===== src/logic/pdsm_params.svh =====
// Offsets, field positions, reset values and data-space bounds for the
// program/data space access map. Included by the package and the design.
`ifndef PDSM_PARAMS_SVH
`define PDSM_PARAMS_SVH

// APB register byte offsets
`define PDSM_OFS_CTRL 8'h00
`define PDSM_OFS_PAGE 8'h04
`define PDSM_OFS_XMOD 8'h08
`define PDSM_OFS_YMOD 8'h0C
`define PDSM_OFS_STAT 8'h10

// Field positions and reset values
`define PDSM_CTRL_PSV_BIT 0
`define PDSM_PAGE_RST 8'h00
`define PDSM_MOD_START_RST 16'h0000
`define PDSM_MOD_END_RST 16'hFFFE

// Data-space layout: Y block inside X, physical RAM top
`define PDSM_Y_BASE 16'h0800
`define PDSM_Y_TOP 16'h0BFF
`define PDSM_RAM_TOP 16'h0BFF

// Extra instruction cycles for mapped accesses
`define PDSM_XTRA_NONE 2'h0
`define PDSM_XTRA_ONE 2'h1
`define PDSM_XTRA_TWO 2'h2

`endif


===== src/logic/pdsm_pkg.sv =====
// Types shared by the access map and its surroundings.
// Assumes pdsm_params.svh is on the include path.
`include "pdsm_params.svh"

package pdsm_pkg;

   typedef enum logic [2:0] {
      PDSM_K_IDLE = 3'b000,
      PDSM_K_DATA_RD = 3'b001,
      PDSM_K_DATA_WR = 3'b010,
      PDSM_K_MAC_RD = 3'b011,
      PDSM_K_TBL_RDL = 3'b100,
      PDSM_K_TBL_RDH = 3'b101,
      PDSM_K_TBL_WR = 3'b110
   } pdsm_kind_e;

   // Pointer code: 00/01 x_pointer_a/b, 10/11 y_pointer_a/b
   typedef struct packed {
      pdsm_kind_e kind;
      logic byte_op;
      logic cls_short;
      logic [15:0] ea_x;
      logic [1:0] x_ptr;
      logic [15:0] ea_y;
      logic [1:0] y_ptr;
      logic [7:0] tblpag;
      logic [15:0] wdata;
      logic mod_en;
      logic brev_en;
   } pdsm_req_s;

   typedef struct packed {
      logic in_repeat;
      logic first;
      logic last;
      logic irq_exit;
      logic reenter;
   } pdsm_rpt_s;

   typedef struct packed {
      logic [15:0] x_data;
      logic [15:0] y_data;
      logic [1:0] extra;
      logic mapped;
   } pdsm_rsp_s;

endpackage


===== src/logic/pdsm_map.sv =====
// Program/data space access map: table reads, visibility window, X/Y split.
// Assumes core logic on pclk drives requests and that program flash and
// data RAMs answer combinationally to the registered addresses.
`timescale 1ns/1ps
`include "pdsm_params.svh"

module pdsm_map (
   input wire logic pclk,
   input wire logic presetn,
   input wire logic psel,
   input wire logic penable,
   input wire logic pwrite,
   input wire logic [7:0] paddr,
   input wire logic [31:0] pwdata,
   output logic [31:0] prdata,
   output logic pready,
   output logic pslverr,
   input wire logic req_valid,
   input wire pdsm_pkg::pdsm_req_s req,
   input wire pdsm_pkg::pdsm_rpt_s rpt,
   output logic prog_rd,
   output logic [23:0] prog_addr,
   input wire logic [23:0] prog_word,
   output logic xram_rd,
   output logic xram_wr,
   output logic [1:0] xram_be,
   output logic [15:0] xram_addr,
   output logic [15:0] xram_wdata,
   input wire logic [15:0] xram_rdata,
   output logic yram_rd,
   output logic [15:0] yram_addr,
   input wire logic [15:0] yram_rdata,
   output logic rsp_valid,
   output pdsm_pkg::pdsm_rsp_s rsp
);
   import pdsm_pkg::*;

   logic psv_en_r;
   logic [7:0] page_r;
   logic [15:0] xmod_start_r, xmod_end_r, ymod_start_r, ymod_end_r;
   logic [31:0] prdata_r;
   logic pready_r, pslverr_r;
   logic prog_rd_r, xram_rd_r, xram_wr_r, yram_rd_r;
   logic [23:0] prog_addr_r;
   logic [1:0] xram_be_r;
   logic [15:0] xram_addr_r, xram_wdata_r, yram_addr_r;
   logic s1_valid_r, s1_byte_r, s1_hi_r, s1_xzero_r, s1_yzero_r;
   logic s1_prog_r, s1_mapped_r;
   pdsm_kind_e s1_kind_r;
   logic [1:0] s1_extra_r;
   logic rsp_valid_r;
   pdsm_rsp_s rsp_r;
   logic [1:0] last_extra_r;

   logic [15:0] ea_x_eff, ea_y_eff;
   logic x_in_y, x_phys, y_in_y, psv_hit, rd_kind;
   logic prog_rd_nxt, xram_rd_nxt, xram_wr_nxt, yram_rd_nxt;
   logic [23:0] prog_addr_nxt;
   logic [1:0] be_nxt, extra_nxt;
   logic [15:0] wdata_nxt;
   logic xzero_nxt, yzero_nxt;
   logic [15:0] x_word, x_data_nxt;
   logic [31:0] rd_mux;
   logic rd_hit, apb_wr;

   function automatic logic [7:0] brev8(input logic [7:0] v);
      for (int i = 0; i < 8; i++) begin
         brev8[i] = v[7 - i];
      end
   endfunction

   // APB: zero wait states, ready raised in the first access cycle
   assign apb_wr = psel && penable && pready_r && pwrite;

   always_comb begin
      rd_hit = 1'b1;
      rd_mux = 32'h0000_0000;
      case (paddr)
         `PDSM_OFS_CTRL: rd_mux[`PDSM_CTRL_PSV_BIT] = psv_en_r;
         `PDSM_OFS_PAGE: rd_mux[7:0] = page_r;
         `PDSM_OFS_XMOD: rd_mux = {xmod_end_r, xmod_start_r};
         `PDSM_OFS_YMOD: rd_mux = {ymod_end_r, ymod_start_r};
         `PDSM_OFS_STAT: rd_mux = {6'h00, last_extra_r, prog_addr_r};
         default: rd_hit = 1'b0;
      endcase
   end

   always_ff @(posedge pclk or negedge presetn) begin
      if (!presetn) begin
         pready_r <= 1'b0;
         prdata_r <= 32'h0000_0000;
         pslverr_r <= 1'b0;
      end else begin
         pready_r <= psel && !penable;
         prdata_r <= (psel && !penable && !pwrite) ? rd_mux : 32'h0000_0000;
         pslverr_r <= psel && !penable && !rd_hit;
      end
   end

   always_ff @(posedge pclk or negedge presetn) begin
      if (!presetn) begin
         psv_en_r <= 1'b0;
         page_r <= `PDSM_PAGE_RST;
         xmod_start_r <= `PDSM_MOD_START_RST;
         xmod_end_r <= `PDSM_MOD_END_RST;
         ymod_start_r <= `PDSM_MOD_START_RST;
         ymod_end_r <= `PDSM_MOD_END_RST;
      end else if (apb_wr) begin
         case (paddr)
            `PDSM_OFS_CTRL: psv_en_r <= pwdata[`PDSM_CTRL_PSV_BIT];
            `PDSM_OFS_PAGE: page_r <= pwdata[7:0];
            `PDSM_OFS_XMOD: begin
               xmod_start_r <= pwdata[15:0];
               xmod_end_r <= pwdata[31:16];
            end
            `PDSM_OFS_YMOD: begin
               ymod_start_r <= pwdata[15:0];
               ymod_end_r <= pwdata[31:16];
            end
            default: ;
         endcase
      end
   end

   // Address generation and space decode
   always_comb begin
      ea_x_eff = req.ea_x;
      if (req.mod_en && req.ea_x > xmod_end_r) begin
         ea_x_eff = xmod_start_r;
      end
      // Reversal only on the write path; reads keep linear order
      if (req.kind == PDSM_K_DATA_WR && req.brev_en) begin
         ea_x_eff = {ea_x_eff[15:9], brev8(ea_x_eff[8:1]), ea_x_eff[0]};
      end
      ea_y_eff = req.ea_y;
      if (req.mod_en && req.ea_y > ymod_end_r) begin
         ea_y_eff = ymod_start_r;
      end
      x_in_y = ea_x_eff >= `PDSM_Y_BASE && ea_x_eff <= `PDSM_Y_TOP;
      x_phys = ea_x_eff <= `PDSM_RAM_TOP;
      y_in_y = ea_y_eff >= `PDSM_Y_BASE && ea_y_eff <= `PDSM_Y_TOP;
      rd_kind = req.kind == PDSM_K_DATA_RD || req.kind == PDSM_K_MAC_RD;
      // Table kinds never qualify, so the window is off during them
      psv_hit = req_valid && rd_kind && psv_en_r && ea_x_eff[15];
      if (req.kind == PDSM_K_MAC_RD && req.x_ptr[1]) begin
         psv_hit = 1'b0;
      end
   end

   always_comb begin
      prog_rd_nxt = 1'b0;
      xram_rd_nxt = 1'b0;
      xram_wr_nxt = 1'b0;
      yram_rd_nxt = 1'b0;
      xzero_nxt = 1'b0;
      yzero_nxt = 1'b1;
      be_nxt = 2'h3;
      wdata_nxt = req.wdata;
      // Page above, data offset below; bit 23 stays clear in user space
      prog_addr_nxt = {1'b0, page_r, ea_x_eff[14:0]};
      if (req.byte_op) begin
         be_nxt = ea_x_eff[0] ? 2'h2 : 2'h1;
         wdata_nxt = {req.wdata[7:0], req.wdata[7:0]};
      end
      case (req.kind)
         PDSM_K_DATA_RD: begin
            // One linear space, Y included
            if (psv_hit) prog_rd_nxt = 1'b1;
            else if (x_phys) xram_rd_nxt = 1'b1;
            else xzero_nxt = 1'b1;
         end
         PDSM_K_MAC_RD: begin
            // Both paths fire together only here
            if (req.x_ptr[1] || x_in_y) xzero_nxt = 1'b1;
            else if (psv_hit) prog_rd_nxt = 1'b1;
            else if (x_phys) xram_rd_nxt = 1'b1;
            else xzero_nxt = 1'b1;
            if (req.y_ptr[1] && y_in_y) begin
               yram_rd_nxt = 1'b1;
               yzero_nxt = 1'b0;
            end
         end
         PDSM_K_DATA_WR: begin
            // Write-back and data stores use the X bus only; table writes drive nothing
            xram_wr_nxt = x_phys;
         end
         PDSM_K_TBL_RDL, PDSM_K_TBL_RDH: begin
            prog_rd_nxt = 1'b1;
            prog_addr_nxt = {req.tblpag, req.ea_x};
         end
         default: ;
      endcase
   end

   // Extra cycles charged to a mapped read
   always_comb begin
      extra_nxt = `PDSM_XTRA_NONE;
      if (psv_hit) begin
         if (!rpt.in_repeat) begin
            extra_nxt = req.cls_short ? `PDSM_XTRA_ONE : `PDSM_XTRA_TWO;
         end else if (rpt.first || rpt.last || rpt.irq_exit || rpt.reenter) begin
            extra_nxt = `PDSM_XTRA_TWO;
         end else begin
            extra_nxt = `PDSM_XTRA_NONE;
         end
      end
   end

   always_ff @(posedge pclk or negedge presetn) begin
      if (!presetn) begin
         prog_rd_r <= 1'b0;
         prog_addr_r <= 24'h00_0000;
         xram_rd_r <= 1'b0;
         xram_wr_r <= 1'b0;
         xram_be_r <= 2'h0;
         xram_addr_r <= 16'h0000;
         xram_wdata_r <= 16'h0000;
         yram_rd_r <= 1'b0;
         yram_addr_r <= 16'h0000;
      end else begin
         prog_rd_r <= req_valid && prog_rd_nxt;
         xram_rd_r <= req_valid && xram_rd_nxt;
         xram_wr_r <= req_valid && xram_wr_nxt;
         yram_rd_r <= req_valid && yram_rd_nxt;
         if (req_valid) begin
            prog_addr_r <= prog_addr_nxt;
            xram_be_r <= be_nxt;
            xram_addr_r <= {ea_x_eff[15:1], 1'b0};
            xram_wdata_r <= wdata_nxt;
            yram_addr_r <= {ea_y_eff[15:1], 1'b0};
         end
      end
   end

   always_ff @(posedge pclk or negedge presetn) begin
      if (!presetn) begin
         s1_valid_r <= 1'b0;
         s1_kind_r <= PDSM_K_IDLE;
         s1_byte_r <= 1'b0;
         s1_hi_r <= 1'b0;
         s1_xzero_r <= 1'b0;
         s1_yzero_r <= 1'b1;
         s1_prog_r <= 1'b0;
         s1_mapped_r <= 1'b0;
         s1_extra_r <= `PDSM_XTRA_NONE;
      end else begin
         s1_valid_r <= req_valid && (rd_kind || req.kind == PDSM_K_TBL_RDL
                                     || req.kind == PDSM_K_TBL_RDH);
         s1_kind_r <= req.kind;
         s1_byte_r <= req.byte_op;
         s1_hi_r <= ea_x_eff[0];
         s1_xzero_r <= xzero_nxt;
         s1_yzero_r <= yzero_nxt;
         s1_prog_r <= prog_rd_nxt;
         s1_mapped_r <= psv_hit;
         s1_extra_r <= extra_nxt;
      end
   end

   // Return path: pick the word, then the byte
   always_comb begin
      case (s1_kind_r)
         PDSM_K_TBL_RDL: x_word = prog_word[15:0];
         PDSM_K_TBL_RDH: x_word = {8'h00, prog_word[23:16]};
         default: x_word = s1_prog_r ? prog_word[15:0] : xram_rdata;
      endcase
      if (s1_xzero_r) x_word = 16'h0000;
      x_data_nxt = x_word;
      if (s1_byte_r) begin
         x_data_nxt = {8'h00, s1_hi_r ? x_word[15:8] : x_word[7:0]};
      end
   end

   always_ff @(posedge pclk or negedge presetn) begin
      if (!presetn) begin
         rsp_valid_r <= 1'b0;
         rsp_r <= '0;
         last_extra_r <= `PDSM_XTRA_NONE;
      end else begin
         rsp_valid_r <= s1_valid_r;
         if (s1_valid_r) begin
            rsp_r.x_data <= x_data_nxt;
            rsp_r.y_data <= s1_yzero_r ? 16'h0000 : yram_rdata;
            rsp_r.extra <= s1_extra_r;
            rsp_r.mapped <= s1_mapped_r;
            last_extra_r <= s1_extra_r;
         end
      end
   end

   assign prdata = prdata_r;
   assign pready = pready_r;
   assign pslverr = pslverr_r;
   assign prog_rd = prog_rd_r;
   assign prog_addr = prog_addr_r;
   assign xram_rd = xram_rd_r;
   assign xram_wr = xram_wr_r;
   assign xram_be = xram_be_r;
   assign xram_addr = xram_addr_r;
   assign xram_wdata = xram_wdata_r;
   assign yram_rd = yram_rd_r;
   assign yram_addr = yram_addr_r;
   assign rsp_valid = rsp_valid_r;
   assign rsp = rsp_r;

   // Helpers for the checks below
   logic [15:0] ea_q_r;
   logic [7:0] page_q_r, tblpag_q_r;
   logic [23:0] pw_q_r;
   always_ff @(posedge pclk or negedge presetn) begin
      if (!presetn) begin
         ea_q_r <= 16'h0000;
         page_q_r <= 8'h00;
         tblpag_q_r <= 8'h00;
         pw_q_r <= 24'h00_0000;
      end else begin
         ea_q_r <= req.ea_x;
         page_q_r <= page_r;
         tblpag_q_r <= req.tblpag;
         pw_q_r <= prog_word;
      end
   end
endmodule


===== config.mk =====
export PLATFORM = sky130hd
export DESIGN_NAME = pdsm_map
export DESIGN_NICKNAME = d
export VERILOG_FILES = /design/src/logic/pdsm_pkg.sv /design/src/logic/pdsm_map.sv
export VERILOG_INCLUDE_DIRS = /design/src /design/src/logic
export SDC_FILE = /design/constraint.sdc
export NUM_CORES = 1
export LEC_CHECK = 0
export ABC_AREA = 1
export CORE_ASPECT_RATIO = 1.1
export CORE_MARGIN = 2
export CORE_UTILIZATION = 64
export CTS_CLUSTER_SIZE = 12
export DETAILED_ROUTE_END_ITERATION = 10
export DONT_BUFFER_PORTS = 1
export PLACE_DENSITY_LB_ADDON = 0.3
export SLEW_MARGIN = 20
export SYNTH_ARGS = -nofsm -noshare
export SYNTH_HDL_FRONTEND = slang
export SYNTH_SLANG_ARGS = --single-unit

===== constraint.sdc =====
create_clock -name pclk -period 3.3 [get_ports pclk]
set_clock_uncertainty 0.15 [all_clocks]
set_input_delay 0.33 -clock pclk [delete_from_list [all_inputs] [get_ports pclk]]
set_output_delay 0.33 -clock pclk [all_outputs]
set_load 0.05 [all_outputs]

==> metrics.yaml <==
p_clk_share_pct: 37.9
area_delta_synth_final_pct: 20.2
grt_first_pass_wirelength_um: 53600
timing.critical_path.arrival_ns: 3.35
cp-end-kind: "flop"
pin_count: 322
yosys_warnings: 0
synth-adder-area-share_pct: 3.58
synth_top_family_by_area: "simple AND/OR/NAND/NOR gates"
synth_xor_xnor_area_share_pct: 0
power.internal_w: 0.00473
synth-main-ff-cell: "dfrtp_1"
synth_top_cells_by_count: "nand2_1, inv_1, dfrtp_1"
p_comb_share_pct: 9.6
crit_required_ns: 3.55
finalWorstPathRequiredPeriod_ns: 3.10
post_synth_inst_count: 1346
drtAntennaViolNets: 0
crit_fanout: 25
route.detailed.drc: 0
ys_async_sr_fraction_pct: 100
final_net_count: 1666
kind_of_start_point_of_the_critical_path: "flop"
routed_wirelength_normalized_by_instance_count_um: 20.8
antenna_found_initial: 1
synth_top_cells_by_area: "dfrtp_1, nand2_1, o21ai_0"
via_count_of_the_first_global_routing_pass: 9898
rsz0062_at_grt: "no"
finish.instance_area_um2: 13500
synth_top_area_cell: "dfrtp_1"
postSynthRegisterBits: 231
post_cts_hold_buffer_count: 135
fp.dieArea_um2: 18600
path_cells: "inv_1 -> ha_1 -> nand2_1 -> nand2_1 -> nand3_1 -> nand2_1 -> a21oi_1 -> nand2_2 -> nand2_8 -> nand2_1 -> a21oi_1 -> o22ai_1 -> dlygate4sd3_1"
cell_area_synth_um2: 11200
die_w_um: 130
p_per_area_nw_per_um2: 505
core_area_um2: 17100
cts-root-to-sink-buffers: 3
timing.final.hold_violations: 231
io_buffers: 0
clk_latency_ns: 0.52
synth_enable_flop_cells: 0
post_route_cells_drive_above_1_share_pct: 8.32
post-route-period-util_pct: 94.0
switching_share_pct: 30.4
maxCapViolations: 0
leakagePower_nw: 6.28
wirelength_um: 35600
viasPerCell: 5.93
worst_ir_drop_vdd_v: 0.000418
synth.yosys.seq_area_share_pct: 52.0
slowest_stage: "dlygate4sd3_1"
cp_common_cell: "nand2_1"
area_fraction_in_compound_gates_after_synthesis_pct: 17.0
drt_first_iter_violations: 942
fillCellCount: 1144
clock_sinks: 231
power.switching_w: 0.00207
h-tree-depth: 1
clock_tree_root_driver_cell: "clkbuf_16"
post-route-util_pct: 78.8
fin_setup_tns_ns: 0
timing.slew.headroom_pct: 38.4
critical_path.n_buffers_inverters: 2
half_perimeter_wire_length_after_detailed_placement_um: 23600
via_count: 10200
critPathTopFamily: "simple AND/OR/NAND/NOR gates"
synth.most_common_cell: "nand2_1"
grt.overflow.total: 0
cts_buffers: 24
initial_core_util_pct: 65.6
fin_hold_ws_ns: -0.639
yosys.area.top_type_share_pct: 44.7
hp-class: "in2async"
synth_area_per_cell_um2: 8.32
cts.clk_slew.worst_paths_ns: 0.06
seq_power_share_pct: 52.4
tritoncts: "built"
std_cell_rows: 50
place_congestion: 0.908
synth-simple-area-share_pct: 17.3
transition_time_at_the_pin_with_the_least_slew_margin_ns: 0.923
drv_slew: 0
netlist_cell_types: 43
critPathKind: "reg2reg"
globalRouteTotalUtil_pct: 37.9
status: "finished, violations left"
die-height_um: 143
synthMuxAreaShare_pct: 0.279
max_freq_mhz: 322
cpPeakStageDelay_ns: 0.56
detailedRoute.firstPassIterationCount: 5
grt_max_degree: 232
final-setup-viol-count: 0
violations: "hold timing"
placedInstanceArea_um2: 11300
cells by family after synthesis:
group           after synthesis
compound gates              339
flops                       231
buf+inv                     284
simple gates                456
other cells                   1
fa+ha+maj                    32
mux                           3
power by group through the flow:
stage / Sequential [W] / Clock [W] / Combinational (W)
final: 0.00357 / 0.00258 / 0.000655
after global routing: 0.00358 / 0.00271 / 0.000726
after CTS: 0.00356 / 0.00258 / 0.000629
after detailed placement: 0.00361 / 0 / 0.000461
after global placement: 0.00361 / 0 / 0.000446
after floorplan: 0.00356 / 0 / 0.000383
repair_timing:
item | CTS | global route
setup buffers | 0 | 0
gates resized for setup | 0 | 1
endpoints found under the hold margin | 415 | 231
endpoints found under the setup margin | 0 | 1
worst register-to-register path: cells and delay by family, from the launching register on:
| kind | cells | cell delay [ns] |
|---|---|---|
| AOI/OAI and AO/OA | 3 | 0.43 |
| adders and majority gates | 1 | 0.30 |
| buffers and inverters | 2 | 0.64 |
| and+or+nand+nor | 7 | 0.93 |
| DFF | 1 | 0.53 |
cell type report:
class | count | area (um^2) | area share [%]
antenna | 1 | 2.50 | 0.0186
clock buffer | 42 | 729 | 5.42
clock inverter | 2 | 10.0 | 0.0744
inverter | 222 | 833 | 6.19
multi-input combinational | 832 | 4280 | 31.8
sequential | 231 | 5820 | 43.3
tap | 234 | 293 | 2.18
timing repair buffer | 149 | 1490 | 11.0
stage by stage:
stage	setup WS, ns	power, W	hold WS [ns]	std cells
2_1_floorplan	0.988	0.00394	-0.116	1347
3_3_place_gp	0.390	0.00405	-0.110	1533
3_5_place_dp	0.351	0.00407	-0.110	1533
4_1_cts	0.233	0.00677	-0.647	1712
5_1_grt	0.0507	0.00701	-0.652	1713
6_report	0.199	0.00680	-0.639	1713
flip-flops by register name, summed over array words and instances (netlist names), 2 cells and up:
| register | count |
|---|---|
| s1_extra_r | 2 |
| xmod_end_r | 16 |
| xram_wdata | 16 |
| ymod_start_r | 16 |
| s1_kind_r | 3 |
| yram_addr | 15 |
| ymod_end_r | 16 |
| xmod_start_r | 16 |
| rsp | 33 |
| last_extra_r | 2 |
| page_r | 8 |
| xram_be | 2 |
| prdata | 32 |
| xram_addr | 15 |
| prog_addr | 24 |
cells in the final DEF, fill, tap and decap left out, types with 5 or more instances in the layout:
cell and instances:
o22ai_1 53, inv_1 212, a21oi_1 37, dfrtp_1 199
o21ai_0 176, clkbuf_1 13, a21o_1 9, a221oi_1 5
inv_2 9, nor3_1 5, o21ai_1 24, nand2_2 10
a21oi_2 5, clkbuf_16 25, dfstp_2 31, buf_4 13
dlygate4sd3_1 134, ha_1 32, nor2_1 100, nand3_1 45
o211ai_1 11, nand2_1 276, a31oi_1 7
worst paths after layout:
check | from | endpoint | slack, ns | depth (start not counted)
min in group pclk | prog_word[10] | rsp[29] | 0.02 | 3
worst min register to register | s1_extra_r[1] | last_extra_r[1] | 0.31 | 2
worst min-delay path | presetn | xram_wdata[1] | -0.64 | 0
worst max-delay path | xmod_end_r[9] | prog_addr[14] | 0.20 | 13
worst max register to register | xmod_end_r[9] | prog_addr[14] | 0.20 | 13
max in group asynchronous | presetn | xmod_end_r[14] | 3.26 | 0
per-layer routing:
metal  GRT usage [%]  vias up  part of all wire (%)
met5               0        -                     0
met1            43.9     4844                    36
met3            10.0      135                   9.8
met2            64.8      586                    48
li1                -     4585                     -
met4            18.7        0                   5.6
(Power assumes the default switching activity.)
